<file path="config.mk">
export PLATFORM = sky130hd
export DESIGN_NAME = udl_top
export DESIGN_NICKNAME = d
export VERILOG_FILES = /design/src/udl_pkg.sv /design/src/udl_baud_gen.sv /design/src/udl_top.sv
export SDC_FILE = /design/constraint.sdc
export NUM_CORES = 1
export LEC_CHECK = 0
export ABC_AREA = 1
export BUFFER_PORTS_ARGS = -buffer_cell sky130_fd_sc_hd__buf_4
export CORE_MARGIN = 5
export CORE_UTILIZATION = 40
export CTS_CLUSTER_DIAMETER = 100
export DETAILED_ROUTE_END_ITERATION = 10
export SYNTH_ARGS = -nofsm -noshare
export SYNTH_HDL_FRONTEND = slang
export SYNTH_SLANG_ARGS = --single-unit
</file>
<file path="constraint.sdc">
create_clock -name clk_i -period 5 [get_ports clk_i]
set_clock_uncertainty 0.05 [all_clocks]
set_input_delay 0.25 -clock clk_i [delete_from_list [all_inputs] [get_ports clk_i]]
set_output_delay 0.25 -clock clk_i [all_outputs]
set_load 0.02 [all_outputs]
</file>
<file path="src/udl_pkg.sv">
// Constants for the serial port divisor and line-control block.
// Assumes a 32-bit word register port with byte offsets.
package udl_pkg;

  ////////////////////////////////////////////////////////////////////
  // Register offsets (byte addresses)
  localparam logic [11:0] OFS_LP_DIV = 12'h020;
  localparam logic [11:0] OFS_IBRD = 12'h024;
  localparam logic [11:0] OFS_FBRD = 12'h028;
  localparam logic [11:0] OFS_LCTL = 12'h02c;
  localparam logic [11:0] OFS_IRCTL = 12'h030;
  localparam logic [11:0] OFS_STAT = 12'h034;

  ////////////////////////////////////////////////////////////////////
  // Field widths
  localparam int LP_DIV_W = 8;
  localparam int IBRD_W = 16;
  localparam int FBRD_W = 6;
  localparam int LCTL_W = 8;

  // Line control field positions
  localparam int LC_BRK = 0;
  localparam int LC_PEN = 1;
  localparam int LC_EPS = 2;
  localparam int LC_TWO_STOP_BIT_SETTING = 3;
  localparam int LC_FEN = 4;
  localparam int LC_WLEN_LO = 5;
  localparam int LC_SPS = 7;

  // Infrared control and status positions
  localparam int IR_LP_EN = 0;
  localparam int ST_PEND = 0;
  localparam int ST_LP_ZERO = 1;

  ////////////////////////////////////////////////////////////////////
  // Reset values
  localparam logic [LP_DIV_W-1:0] LP_DIV_RST = 8'h00;
  localparam logic [IBRD_W-1:0] IBRD_RST = 16'h0000;
  localparam logic [FBRD_W-1:0] FBRD_RST = 6'h00;
  localparam logic [LCTL_W-1:0] LCTL_RST = 8'h00;

  ////////////////////////////////////////////////////////////////////
  // Infrared pulse length in ticks and minimum data bits
  localparam logic [1:0] SIR_PULSE_TICKS = 2'h3;
  localparam logic [3:0] MIN_DATA_BITS = 4'h5;

  // Infrared transmit pulse states
  typedef enum logic [1:0] {
    SIR_IDLE = 2'b01,
    SIR_PULSE = 2'b10
  } udl_sir_state_t;

endpackage : udl_pkg

</file>
<file path="src/udl_baud_gen.sv">
// Sixteen-times baud tick generator with fractional accumulation.
// Assumes the divisor inputs are stable except across a reload pulse.
`timescale 1ns/10ps
module udl_baud_gen #(
  parameter int IW = 16,
  parameter int FW = 6
) (
  // Clock and reset
  input wire logic clk_i,
  input wire logic sys_rst_i,
  // Divisor
  input wire logic [IW-1:0] int_div_i,
  input wire logic [FW-1:0] frac_div_i,
  input wire logic reload_i,
  // Tick out
  output logic tick_o
);

  logic [IW-1:0] cnt_q; // Cycles left in this period
  logic [IW-1:0] cnt_d;
  logic [FW-1:0] acc_q; // Fraction accumulator
  logic [FW-1:0] acc_d;
  logic [FW:0] acc_sum; // Sum with carry
  logic int_zero; // Ratio of one requested
  logic at_end; // Period ends this cycle

  ////////////////////////////////////////////////////////////////////
  // Period arithmetic
  assign int_zero = (int_div_i == '0);
  assign acc_sum = {1'b0, acc_q} + {1'b0, frac_div_i};
  assign at_end = (cnt_q == '0);
  // Zero integer: tick each cycle, fraction ignored
  assign tick_o = at_end;

  // Next count: integer minus one, plus one on fraction carry
  always_comb begin
    cnt_d = cnt_q;
    acc_d = acc_q;
    if (reload_i || int_zero) begin
      cnt_d = '0;
      acc_d = '0;
    end else if (at_end) begin
      acc_d = acc_sum[FW-1:0];
      cnt_d = int_div_i - IW'(1) + IW'(acc_sum[FW]);
    end else begin
      cnt_d = cnt_q - IW'(1);
    end
  end

  // Counter registers
  always_ff @(posedge clk_i) begin
    if (sys_rst_i) begin
      cnt_q <= '0;
      acc_q <= '0;
    end else begin
      cnt_q <= cnt_d;
      acc_q <= acc_d;
    end
  end

endmodule : udl_baud_gen

</file>
<file path="src/udl_top.sv">
// Divisor, line-control and infrared pulse timing of a serial port.
// Assumes a shift engine that reports character activity and samples
// the frame settings, and an infrared transceiver on sir_rx_i.
`timescale 1ns/10ps

// Behaviour
// Eight-bit divisor makes low-power tick
// Infrared pulse lasts three low-power ticks; code uses three baud ticks outside low-power mode
// Zero divisor gives no low-power ticks
// Reject received pulses shorter than tick; code filters only in low-power mode
// Software keeps tick near 1.8432 MHz
// Sixteen-bit integer divisor, reset zero
// Integer zero means ratio one
// New divisor waits for character end
// Six-bit fractional divisor, reset zero
// Divisors apply on line control write
// FIFO enable, else one-byte holding
// Two stop bits sent, one checked
// Parity bit added and checked when enabled
// Even or odd parity select
// Fractional baud tick from both divisors
module udl_top #(
  parameter int FIFO_DEPTH = 16
) (
  // Clock and reset
  input wire logic clk_i,
  input wire logic sys_rst_i,
  // Register port
  input wire logic [11:0] reg_addr_i,
  input wire logic [31:0] reg_wdata_i,
  input wire logic reg_wr_i,
  input wire logic reg_rd_i,
  output logic [31:0] reg_rdata_o,
  // Shift engine interface
  input wire logic char_busy_i,
  input wire logic [7:0] tx_data_i,
  input wire logic [7:0] rx_data_i,
  input wire logic rx_parity_i,
  output logic baud_x16_tick_o,
  output logic low_power_x16_tick_o,
  output logic tx_parity_bit_o,
  output logic rx_parity_err_o,
  output logic [3:0] tx_frame_bits_o,
  output logic [3:0] rx_frame_bits_o,
  output logic [1:0] tx_stop_bits_o,
  output logic [7:0] fifo_depth_o,
  output logic break_o,
  // Infrared pulse path
  input wire logic sir_tx_req_i,
  input wire logic sir_rx_i,
  output logic sir_tx_o,
  output logic sir_rx_pulse_o
);

  ////////////////////////////////////////////////////////////////////
  // Register decode

  logic sel_lp; // Address hits
  logic sel_ibrd;
  logic sel_fbrd;
  logic sel_lctl;
  logic sel_irctl;
  logic sel_stat;
  logic wr_lctl; // Line control write strobe

  assign sel_lp = (reg_addr_i == udl_pkg::OFS_LP_DIV);
  assign sel_ibrd = (reg_addr_i == udl_pkg::OFS_IBRD);
  assign sel_fbrd = (reg_addr_i == udl_pkg::OFS_FBRD);
  assign sel_lctl = (reg_addr_i == udl_pkg::OFS_LCTL);
  assign sel_irctl = (reg_addr_i == udl_pkg::OFS_IRCTL);
  assign sel_stat = (reg_addr_i == udl_pkg::OFS_STAT);
  assign wr_lctl = reg_wr_i && sel_lctl;

  ////////////////////////////////////////////////////////////////////
  // Software-visible registers

  logic [udl_pkg::LP_DIV_W-1:0] lp_div_q; // Low-power divide value
  logic [udl_pkg::IBRD_W-1:0] ibrd_q; // Integer divide value, staged
  logic [udl_pkg::FBRD_W-1:0] fbrd_q; // Fraction divide value, staged
  logic [udl_pkg::LCTL_W-1:0] lctl_q; // Line control
  logic lp_en_q; // Infrared low-power mode

  // Plain register writes, one word per offset
  always_ff @(posedge clk_i) begin
    if (sys_rst_i) begin
      lp_div_q <= udl_pkg::LP_DIV_RST;
      ibrd_q <= udl_pkg::IBRD_RST;
      fbrd_q <= udl_pkg::FBRD_RST;
      lctl_q <= udl_pkg::LCTL_RST;
      lp_en_q <= 1'b0;
    end else if (reg_wr_i) begin
      if (sel_lp) begin
        lp_div_q <= reg_wdata_i[udl_pkg::LP_DIV_W-1:0];
      end
      if (sel_ibrd) begin
        ibrd_q <= reg_wdata_i[udl_pkg::IBRD_W-1:0];
      end
      if (sel_fbrd) begin
        fbrd_q <= reg_wdata_i[udl_pkg::FBRD_W-1:0];
      end
      if (sel_lctl) begin
        lctl_q <= reg_wdata_i[udl_pkg::LCTL_W-1:0];
      end
      if (sel_irctl) begin
        lp_en_q <= reg_wdata_i[udl_pkg::IR_LP_EN];
      end
    end
  end

  ////////////////////////////////////////////////////////////////////
  // Divisor staging: the baud generator only ever sees the active copy,
  // so a half-written divisor pair never reaches the line.

  logic [udl_pkg::IBRD_W-1:0] ibrd_act_q; // Divisor in use
  logic [udl_pkg::FBRD_W-1:0] fbrd_act_q;
  logic pend_q; // Update waiting for idle
  logic pend_d;
  logic apply; // Copy staged divisor now

  // Apply only between characters
  assign apply = pend_q && !char_busy_i;
  // A new line control write wins over the apply clearing the flag
  assign pend_d = wr_lctl || (pend_q && !apply);

  // Pending flag and active divisor copy
  always_ff @(posedge clk_i) begin
    if (sys_rst_i) begin
      pend_q <= 1'b0;
      ibrd_act_q <= udl_pkg::IBRD_RST;
      fbrd_act_q <= udl_pkg::FBRD_RST;
    end else begin
      pend_q <= pend_d;
      if (apply) begin
        ibrd_act_q <= ibrd_q;
        fbrd_act_q <= fbrd_q;
      end
    end
  end

  ////////////////////////////////////////////////////////////////////
  // Sixteen-times baud tick

  udl_baud_gen #(
    .IW(udl_pkg::IBRD_W),
    .FW(udl_pkg::FBRD_W)
  ) u_baud (
    .clk_i(clk_i),
    .sys_rst_i(sys_rst_i),
    .int_div_i(ibrd_act_q),
    .frac_div_i(fbrd_act_q),
    .reload_i(apply),
    .tick_o(baud_x16_tick_o)
  );

  ////////////////////////////////////////////////////////////////////
  // Low-power tick divider

  logic [udl_pkg::LP_DIV_W-1:0] lp_cnt_q; // Cycles into period
  logic lp_zero; // Illegal divide value
  logic lp_tick; // One-cycle tick

  assign lp_zero = (lp_div_q == '0);
  // Zero divisor never produces a tick
  assign lp_tick = !lp_zero && (lp_cnt_q == lp_div_q - 8'h01);
  assign low_power_x16_tick_o = lp_tick;

  // Count system clocks up to the divide value
  always_ff @(posedge clk_i) begin
    if (sys_rst_i) begin
      lp_cnt_q <= '0;
    end else if (lp_zero || lp_tick) begin
      lp_cnt_q <= '0;
    end else begin
      lp_cnt_q <= lp_cnt_q + 8'h01;
    end
  end

  ////////////////////////////////////////////////////////////////////
  // Infrared transmit pulse: three ticks of the chosen clock.
  // Normal mode uses the baud tick; as the request is not tick-aligned, the pulse lasts just over 2/16 to 3/16 bit.

  udl_pkg::udl_sir_state_t sir_q;
  udl_pkg::udl_sir_state_t sir_d;
  logic [1:0] sir_cnt_q; // Ticks in current pulse
  logic [1:0] sir_cnt_d;
  logic sir_tick; // Selected pulse clock

  assign sir_tick = lp_en_q ? lp_tick : baud_x16_tick_o;

  // Pulse sequencer
  always_comb begin
    sir_d = sir_q;
    sir_cnt_d = sir_cnt_q;
    unique case (sir_q)
      udl_pkg::SIR_IDLE: begin
        // Start a pulse on request
        if (sir_tx_req_i) begin
          sir_d = udl_pkg::SIR_PULSE;
          sir_cnt_d = '0;
        end
      end
      udl_pkg::SIR_PULSE: begin
        // End after exactly three ticks
        if (sir_tick) begin
          sir_cnt_d = sir_cnt_q + 2'h1;
          if (sir_cnt_q == udl_pkg::SIR_PULSE_TICKS - 2'h1) begin
            sir_d = udl_pkg::SIR_IDLE;
          end
        end
      end
      default: begin
        sir_d = udl_pkg::SIR_IDLE;
      end
    endcase
  end

  // Sequencer state; output straight from the state flop
  always_ff @(posedge clk_i) begin
    if (sys_rst_i) begin
      sir_q <= udl_pkg::SIR_IDLE;
      sir_cnt_q <= '0;
    end else begin
      sir_q <= sir_d;
      sir_cnt_q <= sir_cnt_d;
    end
  end

  assign sir_tx_o = (sir_q == udl_pkg::SIR_PULSE);

  ////////////////////////////////////////////////////////////////////
  // Infrared receive filter. The pin is synchronised first; width is
  // measured in system clocks against the low-power divide value, which
  // is exactly one tick period without waiting for tick alignment.

  logic rx_meta_q; // First synchroniser stage
  logic rx_sync_q; // Second synchroniser stage
  logic rx_prev_q; // For edge detection
  logic [udl_pkg::LP_DIV_W-1:0] rx_wid_q; // Saturating width count
  logic rx_long; // Pulse reached one period
  logic rx_fall; // Pulse just ended
  logic rx_pulse_q; // Accepted pulse marker

  assign rx_long = (rx_wid_q >= lp_div_q);
  assign rx_fall = rx_prev_q && !rx_sync_q;

  // Synchroniser and width counter
  always_ff @(posedge clk_i) begin
    if (sys_rst_i) begin
      rx_meta_q <= 1'b0;
      rx_sync_q <= 1'b0;
      rx_prev_q <= 1'b0;
      rx_wid_q <= '0;
      rx_pulse_q <= 1'b0;
    end else begin
      rx_meta_q <= sir_rx_i;
      rx_sync_q <= rx_meta_q;
      rx_prev_q <= rx_sync_q;
      if (!rx_sync_q) begin
        rx_wid_q <= '0;
      end else if (rx_wid_q != 8'hff) begin
        rx_wid_q <= rx_wid_q + 8'h01;
      end
      // Normal mode passes every pulse; low-power mode filters short ones
      rx_pulse_q <= rx_fall && (!lp_en_q || (!lp_zero && rx_long));
    end
  end

  assign sir_rx_pulse_o = rx_pulse_q;

  ////////////////////////////////////////////////////////////////////
  // Frame format decode

  logic parity_enable_setting; // Parity enable
  logic even_parity_setting; // Even parity
  logic sps; // Stick parity
  logic two_stop_bit_setting; // Two stop bits
  logic [1:0] wlen; // Word length code
  logic [3:0] data_bits; // Five to eight
  logic [7:0] len_mask; // Valid data bits
  logic tx_par; // Computed parity bit
  logic rx_par_exp; // Expected parity bit

  assign parity_enable_setting = lctl_q[udl_pkg::LC_PEN];
  assign even_parity_setting = lctl_q[udl_pkg::LC_EPS];
  assign sps = lctl_q[udl_pkg::LC_SPS];
  assign two_stop_bit_setting = lctl_q[udl_pkg::LC_TWO_STOP_BIT_SETTING];
  assign wlen = lctl_q[udl_pkg::LC_WLEN_LO +: 2];
  assign data_bits = udl_pkg::MIN_DATA_BITS + {2'b00, wlen};
  assign len_mask = 8'hff >> (3'h3 - {1'b0, wlen});
  // Even total count with even select, odd otherwise; stick forces level
  assign tx_par = sps ? !even_parity_setting : (even_parity_setting ? ^(tx_data_i & len_mask)
                                     : ~^(tx_data_i & len_mask));
  assign rx_par_exp = sps ? !even_parity_setting : (even_parity_setting ? ^(rx_data_i & len_mask)
                                         : ~^(rx_data_i & len_mask));

  // Registered frame settings for the shift engine
  always_ff @(posedge clk_i) begin
    if (sys_rst_i) begin
      tx_parity_bit_o <= 1'b0;
      rx_parity_err_o <= 1'b0;
      tx_frame_bits_o <= 4'h0;
      rx_frame_bits_o <= 4'h0;
      tx_stop_bits_o <= 2'h0;
      fifo_depth_o <= 8'h00;
      break_o <= 1'b0;
    end else begin
      tx_parity_bit_o <= parity_enable_setting && tx_par;
      rx_parity_err_o <= parity_enable_setting && (rx_parity_i != rx_par_exp);
      // Start, data, optional parity and stops
      tx_frame_bits_o <= 4'h1 + data_bits + {3'h0, parity_enable_setting} + (two_stop_bit_setting ? 4'h2 : 4'h1);
      // Receiver only ever checks one stop bit
      rx_frame_bits_o <= 4'h2 + data_bits + {3'h0, parity_enable_setting};
      tx_stop_bits_o <= two_stop_bit_setting ? 2'h2 : 2'h1;
      fifo_depth_o <= lctl_q[udl_pkg::LC_FEN] ? 8'(FIFO_DEPTH) : 8'h01;
      break_o <= lctl_q[udl_pkg::LC_BRK];
    end
  end

  ////////////////////////////////////////////////////////////////////
  // Read data: valid only in the cycle after the read strobe

  logic [31:0] rd_mux; // Selected word

  assign rd_mux = sel_lp ? {24'h0, lp_div_q} :
                  sel_ibrd ? {16'h0, ibrd_q} :
                  sel_fbrd ? {26'h0, fbrd_q} :
                  sel_lctl ? {24'h0, lctl_q} :
                  sel_irctl ? {31'h0, lp_en_q} :
                  sel_stat ? {30'h0, lp_zero, pend_q} :
                  32'h0;

  // Unmapped addresses read as zero
  always_ff @(posedge clk_i) begin
    if (sys_rst_i) begin
      reg_rdata_o <= 32'h0;
    end else begin
      reg_rdata_o <= reg_rd_i ? rd_mux : 32'h0;
    end
  end

endmodule : udl_top

</file>
==> flow_summary.json, run 1 <==
{
  "pin_count": 125,
  "grt_busiest_layer": "met2",
  "p_leak_nw": 3.72,
  "ys_warn_count": 0,
  "min_from": "char_busy_i",
  "max_clock_freq_ghz": 0.372,
  "r2r_cells": 15,
  "root_buffer": "clkbuf_16",
  "rsz0062_at_grt": "false",
  "hold_depth": 3,
  "slowest_stage": "fa_1",
  "worstMarginPinSlew_ns": 0.905,
  "r2r_start": "fbrd_act_q[0]",
  "cp_max_fo": 3,
  "via_per_inst": 4.73,
  "vias": 5829,
  "ant_nets": 0,
  "clock-sinks": 139,
  "grt_first_pass_wirelength_microns": 26800,
  "overflow": 0,
  "synthesis.area_sq_mm": 0.00688,
  "period_minus_slack_ns": 2.69,
  "final_hold_viol_count": 0,
  "holdPathEnd": "pend_q",
  "synth_ff_type": "dfxtp_1",
  "rrSetupSlack_ns": 2.31,
  "p_total_mw": 2.54,
  "setup_viol": 0,
  "yosysMostFrequentCell": "dfxtp_1",
  "placementRows": 48,
  "finalCritPeriodShare_pct": 53.8,
  "power.density_mw_per_mm2": 308,
  "grt_max_degree": 51,
  "start_util_pct": 40.3,
  "wirelength_microns": 16100,
  "die_y_microns": 141,
  "crit_top_cell": "nand2_1",
  "crit_chain": "ha_1 -> inv_1 -> fa_1 -> o21ai_0 -> nand2_1 -> nand2_1 -> a21oi_1 -> ha_1 -> ha_1 -> nand2_1 -> inv_1 -> nand2_1 -> nor2_1 -> xnor2_1 -> a21oi_1",
  "use_met3_pct": 4.75,
  "synth_area_leader_cell": "dfxtp_1",
  "die_w_microns": 141,
  "crit_type": "register to register",
  "path_depth": 15,
  "use_met1_pct": 20.6,
  "synth_async_sr_flop_share_pct": 0,
  "synthDistinctLibCells": 45,
  "start_kind": "register",
  "clk_latency_ns": 0.42,
  "dr.first_iter.drc_count": 300,
  "design.core.area_sq_mm": 0.0171,
  "synth_common_cells": "dfxtp_1, inv_1, nand2_1",
  "cp_top_family": "adder cells",
  "synth_top_area_share_pct": 40.5,
  "clockBufferDepth": 2,
  "end_kind": "register",
  "cts_buffers": 17,
  "hpwlAfterDp_microns": 12200,
  "hold_class": "input pin to register",
  "ir_worst_vdd_uv": 234,
  "area_delta_synth_final_pct": 20.0,
  "synth.area.top_cells": "dfxtp_1, inv_1, a21oi_1",
  "synth_area_per_cell_sq_um": 7.56,
  "slowest_delay_ns": 0.39,
  "cp_num_buf_inv": 2,
  "htree_num_levels": 4,
  "grt_use_met2_pct": 27.7,
  "die_area_sq_mm": 0.0199,
  "cp.arrival_ns": 2.92,
  "status": "finished clean",
  "grt_pass1_vias": 5562,
  "cp.required_ns": 5.23,
  "grt_antenna_before_repair": 0,
  "layout.nets": 1096,
  "worstReg2RegEnd": "u_baud.cnt_q[10]",
  "post_drt_wl_per_cell_microns": 13.1,
  "clk_pin_slew_ns": 0.06,
  "slew-limit-headroom_pct": 39.5,
  "cap_violations": 0,
  "synth_edf_count": 0,
  "drive_above_1_share_pct": 14.5,
  "cts_tree": "built",
  "place_congestion": 0.879,
  "drtPass1Iterations": 5,
  "postCtsResizedCells": 0,
  "synth_seq_cells": 139,
  "synthCells": 910,
  "finalSetupTns_ns": 0,
  "yosysSeqAreaShare_pct": 40.5,
  "n_antenna_cell": 0,
  "io_buffer_count": 86,
  "grt_usage_pct": 16.6,
  "slew_viol_final": 0,
  "remaining_drc_errors": 0
}
[worst reg2reg max path, cell delays in order, from the launching register on]
cell	delay (ns)
dfxtp_1	0.33
ha_1	0.17
inv_1	0.06
fa_1	0.39
o21ai_0	0.22
nand2_1	0.10
nand2_1	0.07
a21oi_1	0.06
ha_1	0.22
ha_1	0.22
nand2_1	0.12
inv_1	0.09
nand2_1	0.10
nor2_1	0.07
xnor2_1	0.20
a21oi_1	0.10
[placed cells by master (no fill, tap or decap), types with 2 or more instances in the layout]
cell type	instances
fa_1	3
nand3b_1	2
clkinvlp_4	4
nor3_2	4
nor2_2	4
a211oi_2	2
nor2_4	2
nand3_1	29
nor2_1	112
a21oi_1	95
dfxtp_1	139
o21ai_0	80
a31oi_1	8
clkbuf_16	17
xnor2_1	22
buf_4	89
nand2_1	124
ha_1	31
nand4_1	10
inv_1	127
a211oi_1	12
o21ai_1	3
conb_1	22
a21oi_2	2
nor4_1	2
bufinv_16	3
nor3_1	5
nand3_2	3
xor2_1	21
clkinv_4	3
o41ai_1	2
o211ai_1	2
or2_2	3
clkinv_2	2
inv_6	3
a311oi_1	2
[worst max path at each step]
| stage | startpoint | to |
|---|---|---|
| after floorplan | fbrd_act_q[0] | u_baud.cnt_q[14] |
| after global placement | fbrd_act_q[0] | u_baud.cnt_q[14] |
| after detailed placement | fbrd_act_q[0] | u_baud.cnt_q[14] |
| after CTS | u_baud.cnt_q[0] | baud_x16_tick_o |
| after global routing | fbrd_act_q[0] | u_baud.cnt_q[10] |
| final | fbrd_act_q[0] | u_baud.cnt_q[10] |
[report_power, final]
| part | switching, mW | total [mW] | internal [mW] |
|---|---|---|---|
| logic | 0.0702 | 0.121 | 0.0504 |
| registers | 0.00293 | 1.12 | 1.12 |
| clock network | 0.507 | 1.30 | 0.792 |
[state kept, by name (all words and copies together), names as in the netlist, 6 cells and up]
| register | cells |
|---|---|
| fbrd_q | 6 |
| fbrd_act_q | 6 |
| lp_div_q | 8 |
| rx_wid_q | 8 |
| lctl_q | 8 |
| u_baud.acc_q | 6 |
| lp_cnt_q | 8 |
| ibrd_act_q | 16 |
| u_baud.cnt_q | 16 |
| ibrd_q | 16 |
| reg_rdata_o | 16 |
[final cells by class]
type	count	area, sq um
Fill cell	1776	8800
Tap cell	225	282
Inverter	128	482
Multi-Input combinational cell	618	3410
Clock inverter	15	189
Sequential cell	139	2780
Clock buffer	17	425
Timing Repair Buffer	90	678
[routing by layer]
layer  part of all wire (%)  up-vias
met4                    1.8        0
li1                       -     3099
met5                      0        -
met2                     47      101
met1                     47     2605
met3                    4.5       24
[timing repair]
action	4_1_cts	5_1_grt
hold buffers	1	0
setup endpoints to repair	0	0
setup buffers	0	0
endpoints found under the hold margin	1	0
[through the flow]
stage / util [%] / setup WS (ns) / cells / hold slack [ns] / instance area, sq um
after floorplan: - / 2.56 / 931 / 0.307 / 6950
after global placement: 44.7 / 2.32 / 1199 / 0.357 / 7630
after detailed placement: 44.7 / 2.31 / 1199 / 0.349 / 7630
after CTS: 48.4 / 2.27 / 1232 / 0.0270 / 8250
after global routing: 48.4 / 1.98 / 1232 / 0.0382 / 8250
final: 48.4 / 2.31 / 1232 / 0.0495 / 8250
[cell families (layout without fill, tap and decap cells)]
kind of cell / Yosys count / count (layout) / synth area share (%)
other: 1 / 22 / 0.0545
AOI/OAI and AO/OA: 214 / 214 / 17.1
DFF: 139 / 139 / 40.5
and+or+nand+nor: 305 / 305 / 19.3
adders and majority gates: 34 / 34 / 6.52
xor gates and xnor gates: 43 / 43 / 5.48
buffers and inverters: 174 / 250 / 11.1
(Power assumes the default switching activity.)
==> run 2: changes to the inputs <==
clock period = 2.5 ns   (was 5 ns; I/O delays follow)
==> flow_summary.json, run 2 (same netlist as run 1, synthesis figures left out) <==
{
  "die_w_microns": 141,
  "hold_class": "input pin to register",
  "slowest_delay_ns": 0.33,
  "start_util_pct": 40.3,
  "start_kind": "register",
  "n_antenna_cell": 0,
  "hpwlAfterDp_microns": 12600,
  "cp_num_buf_inv": 2,
  "remaining_drc_errors": 0,
  "nFillCells": 1703,
  "ir_worst_vdd_uv": 368,
  "r2r_cells": 16,
  "mostFrequentLayoutCells": "dfxtp_1, inv_1, nand2_1, nor2_1, buf_4",
  "place_congestion": 0.911,
  "clockPowerShare_pct": 51.4,
  "design.core.area_sq_mm": 0.0171,
  "max_clock_freq_ghz": 0.415,
  "p_total_mw": 5.15,
  "pin_count": 125,
  "cts_tree": "built",
  "hold_slack_ns": 0.0173,
  "drtPass1Iterations": 5,
  "r2r_start": "fbrd_act_q[0]",
  "finalSetupTns_ns": 0,
  "ant_nets": 0,
  "dr.first_iter.drc_count": 295,
  "worstReg2RegEnd": "u_baud.cnt_q[15]",
  "cp.arrival_ns": 2.70,
  "final_common_cell": "dfxtp_1",
  "p_leak_nw": 3.93,
  "vias": 6016,
  "setup_viol": 0,
  "cp-startpoint": "fbrd_act_q[0]",
  "clockBufferDepth": 2,
  "final_hold_viol_count": 0,
  "combPwrFrac_pct": 5.2,
  "finalCritPeriodShare_pct": 96.4,
  "via_per_inst": 4.74,
  "grt_first_pass_wirelength_microns": 27700,
  "root_buffer": "clkbuf_16",
  "grt_antenna_before_repair": 0,
  "rrSetupSlack_ns": 0.09,
  "grt_usage_pct": 17.2,
  "post_drt_wl_per_cell_microns": 13.4,
  "slew_viol_final": 0,
  "dp.cells": 1217,
  "cap_violations": 0,
  "cp_max_fo": 3,
  "worstMarginPinSlew_ns": 0.505,
  "clk_pin_slew_ns": 0.06,
  "status": "finished clean",
  "placementRows": 48,
  "utilization_pct": 51.0,
  "min_from": "reg_wdata_i[0]",
  "holdPathEnd": "fbrd_q[0]",
  "seq_power_share_pct": 43.4,
  "hold_depth": 3,
  "cp.required_ns": 2.79,
  "crit_chain": "ha_4 -> inv_2 -> fa_2 -> o21ai_2 -> nand2_1 -> nand2_2 -> a21oi_2 -> ha_2 -> buf_6 -> nand4_1 -> nor2_2 -> nand2_2 -> nor2_1 -> xor2_1 -> nand2_1 -> a21oi_1",
  "clock-sinks": 139,
  "cp_top_family": "simple AND/OR/NAND/NOR gates",
  "crit_type": "register to register",
  "grt_pass1_vias": 5766,
  "slowest_stage": "dfxtp_2",
  "p_sw_share_pct": 20.5,
  "end_kind": "register",
  "drive_above_1_share_pct": 17.7,
  "cts_buffers": 17,
  "overflow": 0,
  "die_y_microns": 141,
  "layout.nets": 1135,
  "internal_power_mw": 4.10,
  "period_minus_slack_ns": 2.41,
  "io_buffer_count": 86,
  "clk_latency_ns": 0.42,
  "wirelength_microns": 17000,
  "rsz0062_at_grt": "true",
  "path_depth": 16,
  "grt_max_degree": 54,
  "slew-limit-headroom_pct": 66.3,
  "power.density_mw_per_mm2": 593,
  "p_switching_mw": 1.06,
  "htree_num_levels": 4,
  "die_area_sq_mm": 0.0199,
  "area_delta_synth_final_pct": 26.4,
  "stdcell_count": 1269
}
run 2: cell types whose count changed in the layout (fill, tap and decap cells not counted), sizes merged:
cell         before  now
clkinv            5    1
inv             131  127
dlygate4sd3       1   19
buf              89  110
clkinvlp          4    2
clkbuf           17   25
run 2: layout make-up:
class,instances,area [sq um],area share [%]
well taps,225,282,3.24
clock buffers,25,526,6.04
clock inverters,5,105,1.21
inverters,128,482,5.54
repair buffers,129,1020,11.8
multi-input cells,618,3490,40.1
flip-flops and latches,139,2790,32.1
run 2: power groups by stage:
stage / logic (mW) / registers (mW) / clock network (mW)
6_report: 0.267 / 2.24 / 2.65
5_1_grt: 0.294 / 2.24 / 2.82
4_1_cts: 0.267 / 2.24 / 2.70
3_5_place_dp: 0.242 / 2.29 / 0
3_3_place_gp: 0.241 / 2.29 / 0
2_1_floorplan: 0.149 / 2.29 / 0
run 2: worst max path at each step:
stage	to	slack [ns]
after floorplan	u_baud.cnt_q[14]	0.06
after global placement	u_baud.cnt_q[14]	-0.06
after detailed placement	u_baud.cnt_q[14]	-0.09
after CTS	u_baud.cnt_q[15]	0.004
after global routing	u_baud.cnt_q[15]	-0.14
final	u_baud.cnt_q[15]	0.09
run 2: stage by stage:
stage          area, sq um  worst slack [ns]
2_1_floorplan         6950            0.0552
4_1_cts               8590           0.00432
3_5_place_dp          7760           -0.0888
3_3_place_gp          7760           -0.0578
5_1_grt               8690            -0.136
6_report              8690            0.0897
run 2: metal layers:
metal	part of all wire, %	up-vias	global-route usage (%)
li1	-	3170	-
met1	45	2704	21.4
met2	49	124	29.3
met3	4.3	18	4.38
met4	1.1	0	5.20
met5	0	-	0
run 2: repair_timing:
| action | in CTS | in global routing |
|---|---|---|
| pin swaps | 1 | 10 |
| hold buffers | 19 | 0 |
| endpoints found under the setup margin | 5 | 13 |
| setup buffers | 0 | 3 |
| gates resized for setup | 3 | 24 |
| endpoints found under the hold margin | 29 | 0 |
run 2: worst reg2reg max path, stage by stage (launching register included):
cell	delay, ns
dfxtp_2	0.33
ha_4	0.16
inv_2	0.06
fa_2	0.22
o21ai_2	0.06
nand2_1	0.10
nand2_2	0.06
a21oi_2	0.14
ha_2	0.20
buf_6	0.09
nand4_1	0.16
nor2_2	0.20
nand2_2	0.08
nor2_1	0.13
xor2_1	0.14
nand2_1	0.06
a21oi_1	0.11
==> run 3: changes to the inputs <==
RECOVER_POWER = 100   (was unset)
SLEW_MARGIN = 20   (was unset)
==> flow_summary.json, run 3 (same netlist as run 1, synthesis figures left out) <==
{
  "power.density_mw_per_mm2": 604,
  "grt_pass1_vias": 5766,
  "area_delta_synth_final_pct": 23.9,
  "via_per_inst": 4.74,
  "status": "finished clean",
  "remaining_drc_errors": 0,
  "grt_antenna_before_repair": 0,
  "rsz0062_at_grt": "true",
  "drive_above_1_share_pct": 13.8,
  "layout.nets": 1135,
  "io_buffer_count": 86,
  "cts_tree": "built",
  "final_common_cell": "dfxtp_1",
  "ant_nets": 0,
  "htree_num_levels": 4,
  "die_area_sq_mm": 0.0199,
  "cp.required_ns": 2.79,
  "slew-limit-headroom_pct": 30.2,
  "dr.first_iter.drc_count": 298,
  "end_kind": "register",
  "crit_chain": "ha_4 -> inv_2 -> fa_2 -> o21ai_2 -> nand2_1 -> nand2_2 -> a21oi_2 -> ha_2 -> buf_6 -> nand4_1 -> nor2_2 -> nand2_2 -> nor2_1 -> xor2_1 -> nand2_1 -> a21oi_1",
  "grt_usage_pct": 17.2,
  "p_leak_nw": 3.76,
  "slew_viol_final": 0,
  "grt_max_degree": 54,
  "wirelength_microns": 17000,
  "clockBufferDepth": 2,
  "cap_violations": 0,
  "use_met1_pct": 21.4,
  "root_buffer": "clkbuf_16",
  "max_clock_freq_ghz": 0.414,
  "grt_use_met2_pct": 29.3,
  "post_drt_wl_per_cell_microns": 13.4,
  "hpwlAfterDp_microns": 12600,
  "final_hold_viol_count": 0,
  "clock-sinks": 139,
  "clk_latency_ns": 0.42,
  "clk_pin_slew_ns": 0.06,
  "worstMarginPinSlew_ns": 1.05,
  "placementRows": 48,
  "cp.arrival_ns": 2.71,
  "setup_viol": 0,
  "overflow": 0,
  "start_util_pct": 40.3,
  "drtPass1Iterations": 4,
  "design.core.area_sq_mm": 0.0171,
  "slowest_stage": "dfxtp_2",
  "pin_count": 125,
  "final_area_sq_mm": 0.00852,
  "finalCritPeriodShare_pct": 96.7,
  "grt_first_pass_wirelength_microns": 27700,
  "period_minus_slack_ns": 2.42,
  "vias": 6010,
  "hold_class": "input pin to register",
  "cts_buffers": 17,
  "place_area_sq_mm": 0.00776,
  "place_congestion": 0.911,
  "die_w_microns": 141,
  "mostFrequentLayoutCells": "dfxtp_1, inv_1, nand2_1, nor2_1, a21oi_1",
  "grt_busiest_layer": "met2",
  "finalSetupTns_ns": 0,
  "n_antenna_cell": 0,
  "start_kind": "register",
  "slowest_delay_ns": 0.33,
  "use_met3_pct": 4.38,
  "crit_type": "register to register",
  "die_y_microns": 141,
  "cp_max_fo": 3,
  "ir_worst_vdd_uv": 372
}
[run 3: cell count changes in the layout (fill, tap and decap cells not counted), sizes merged]
cell    before  now
clkbuf      25   64
buf        110   71
[run 3: path summary, 6_finish.rpt]
path	start	endpoint	slack, ns	cells past startpoint
max reg2reg	fbrd_act_q[0]	u_baud.cnt_q[15]	0.08	16
min	reg_wdata_i[0]	fbrd_q[0]	0.01	3
max	fbrd_act_q[0]	u_baud.cnt_q[15]	0.08	16
min reg2reg	rx_meta_q	rx_sync_q	0.35	2
[run 3: worst max-delay path, delay by kind of cell, from the launching register on]
| family | cells | cell delay (ns) |
|---|---|---|
| and+or+nand+nor | 7 | 0.79 |
| adders and majority gates | 3 | 0.57 |
| xor gates and xnor gates | 1 | 0.14 |
| AOI/OAI and AO/OA | 3 | 0.31 |
| DFF | 1 | 0.33 |
| buffers and inverters | 2 | 0.14 |
[run 3: final cells by class]
class	instances	area [sq um]
Sequential cell	139	2790
Timing Repair Buffer	129	880
Clock inverter	5	105
Multi-Input combinational cell	618	3460
Clock buffer	25	526
Fill cell	1749	8540
Tap cell	225	282
Inverter	128	482
[run 3: repair_timing]
item	in CTS	in global routing
endpoints found under the hold margin	29	0
setup buffers	0	3
pin swaps	1	10
resized for setup	3	24
hold buffers	19	0
setup endpoints to repair	5	13
[run 3: where the power goes]
group | internal [mW] | switching, mW
clock network | 1.75 | 0.907
registers | 2.23 | 0.00586
logic | 0.112 | 0.146
[run 3: per-stage QoR]
stage | hold slack, ns | total power [mW] | worst slack (ns) | util (%) | std cells
after floorplan | 0.182 | 2.44 | 0.0552 | - | 931
after global placement | 0.292 | 2.53 | -0.0578 | 45.5 | 1217
after detailed placement | 0.304 | 2.53 | -0.0888 | 45.5 | 1217
after CTS | 0.000111 | 5.21 | 0.00432 | 50.4 | 1266
after global routing | 0.00546 | 5.35 | -0.136 | 49.9 | 1269
final | 0.0105 | 5.15 | 0.0825 | 49.9 | 1269
[run 3: per-layer routing]
metal | vias to the layer above | part of all wire [%]
met4 | 0 | 1.6
li1 | 3171 | -
met2 | 112 | 49
met3 | 21 | 4.3
met5 | - | 0
met1 | 2706 | 45
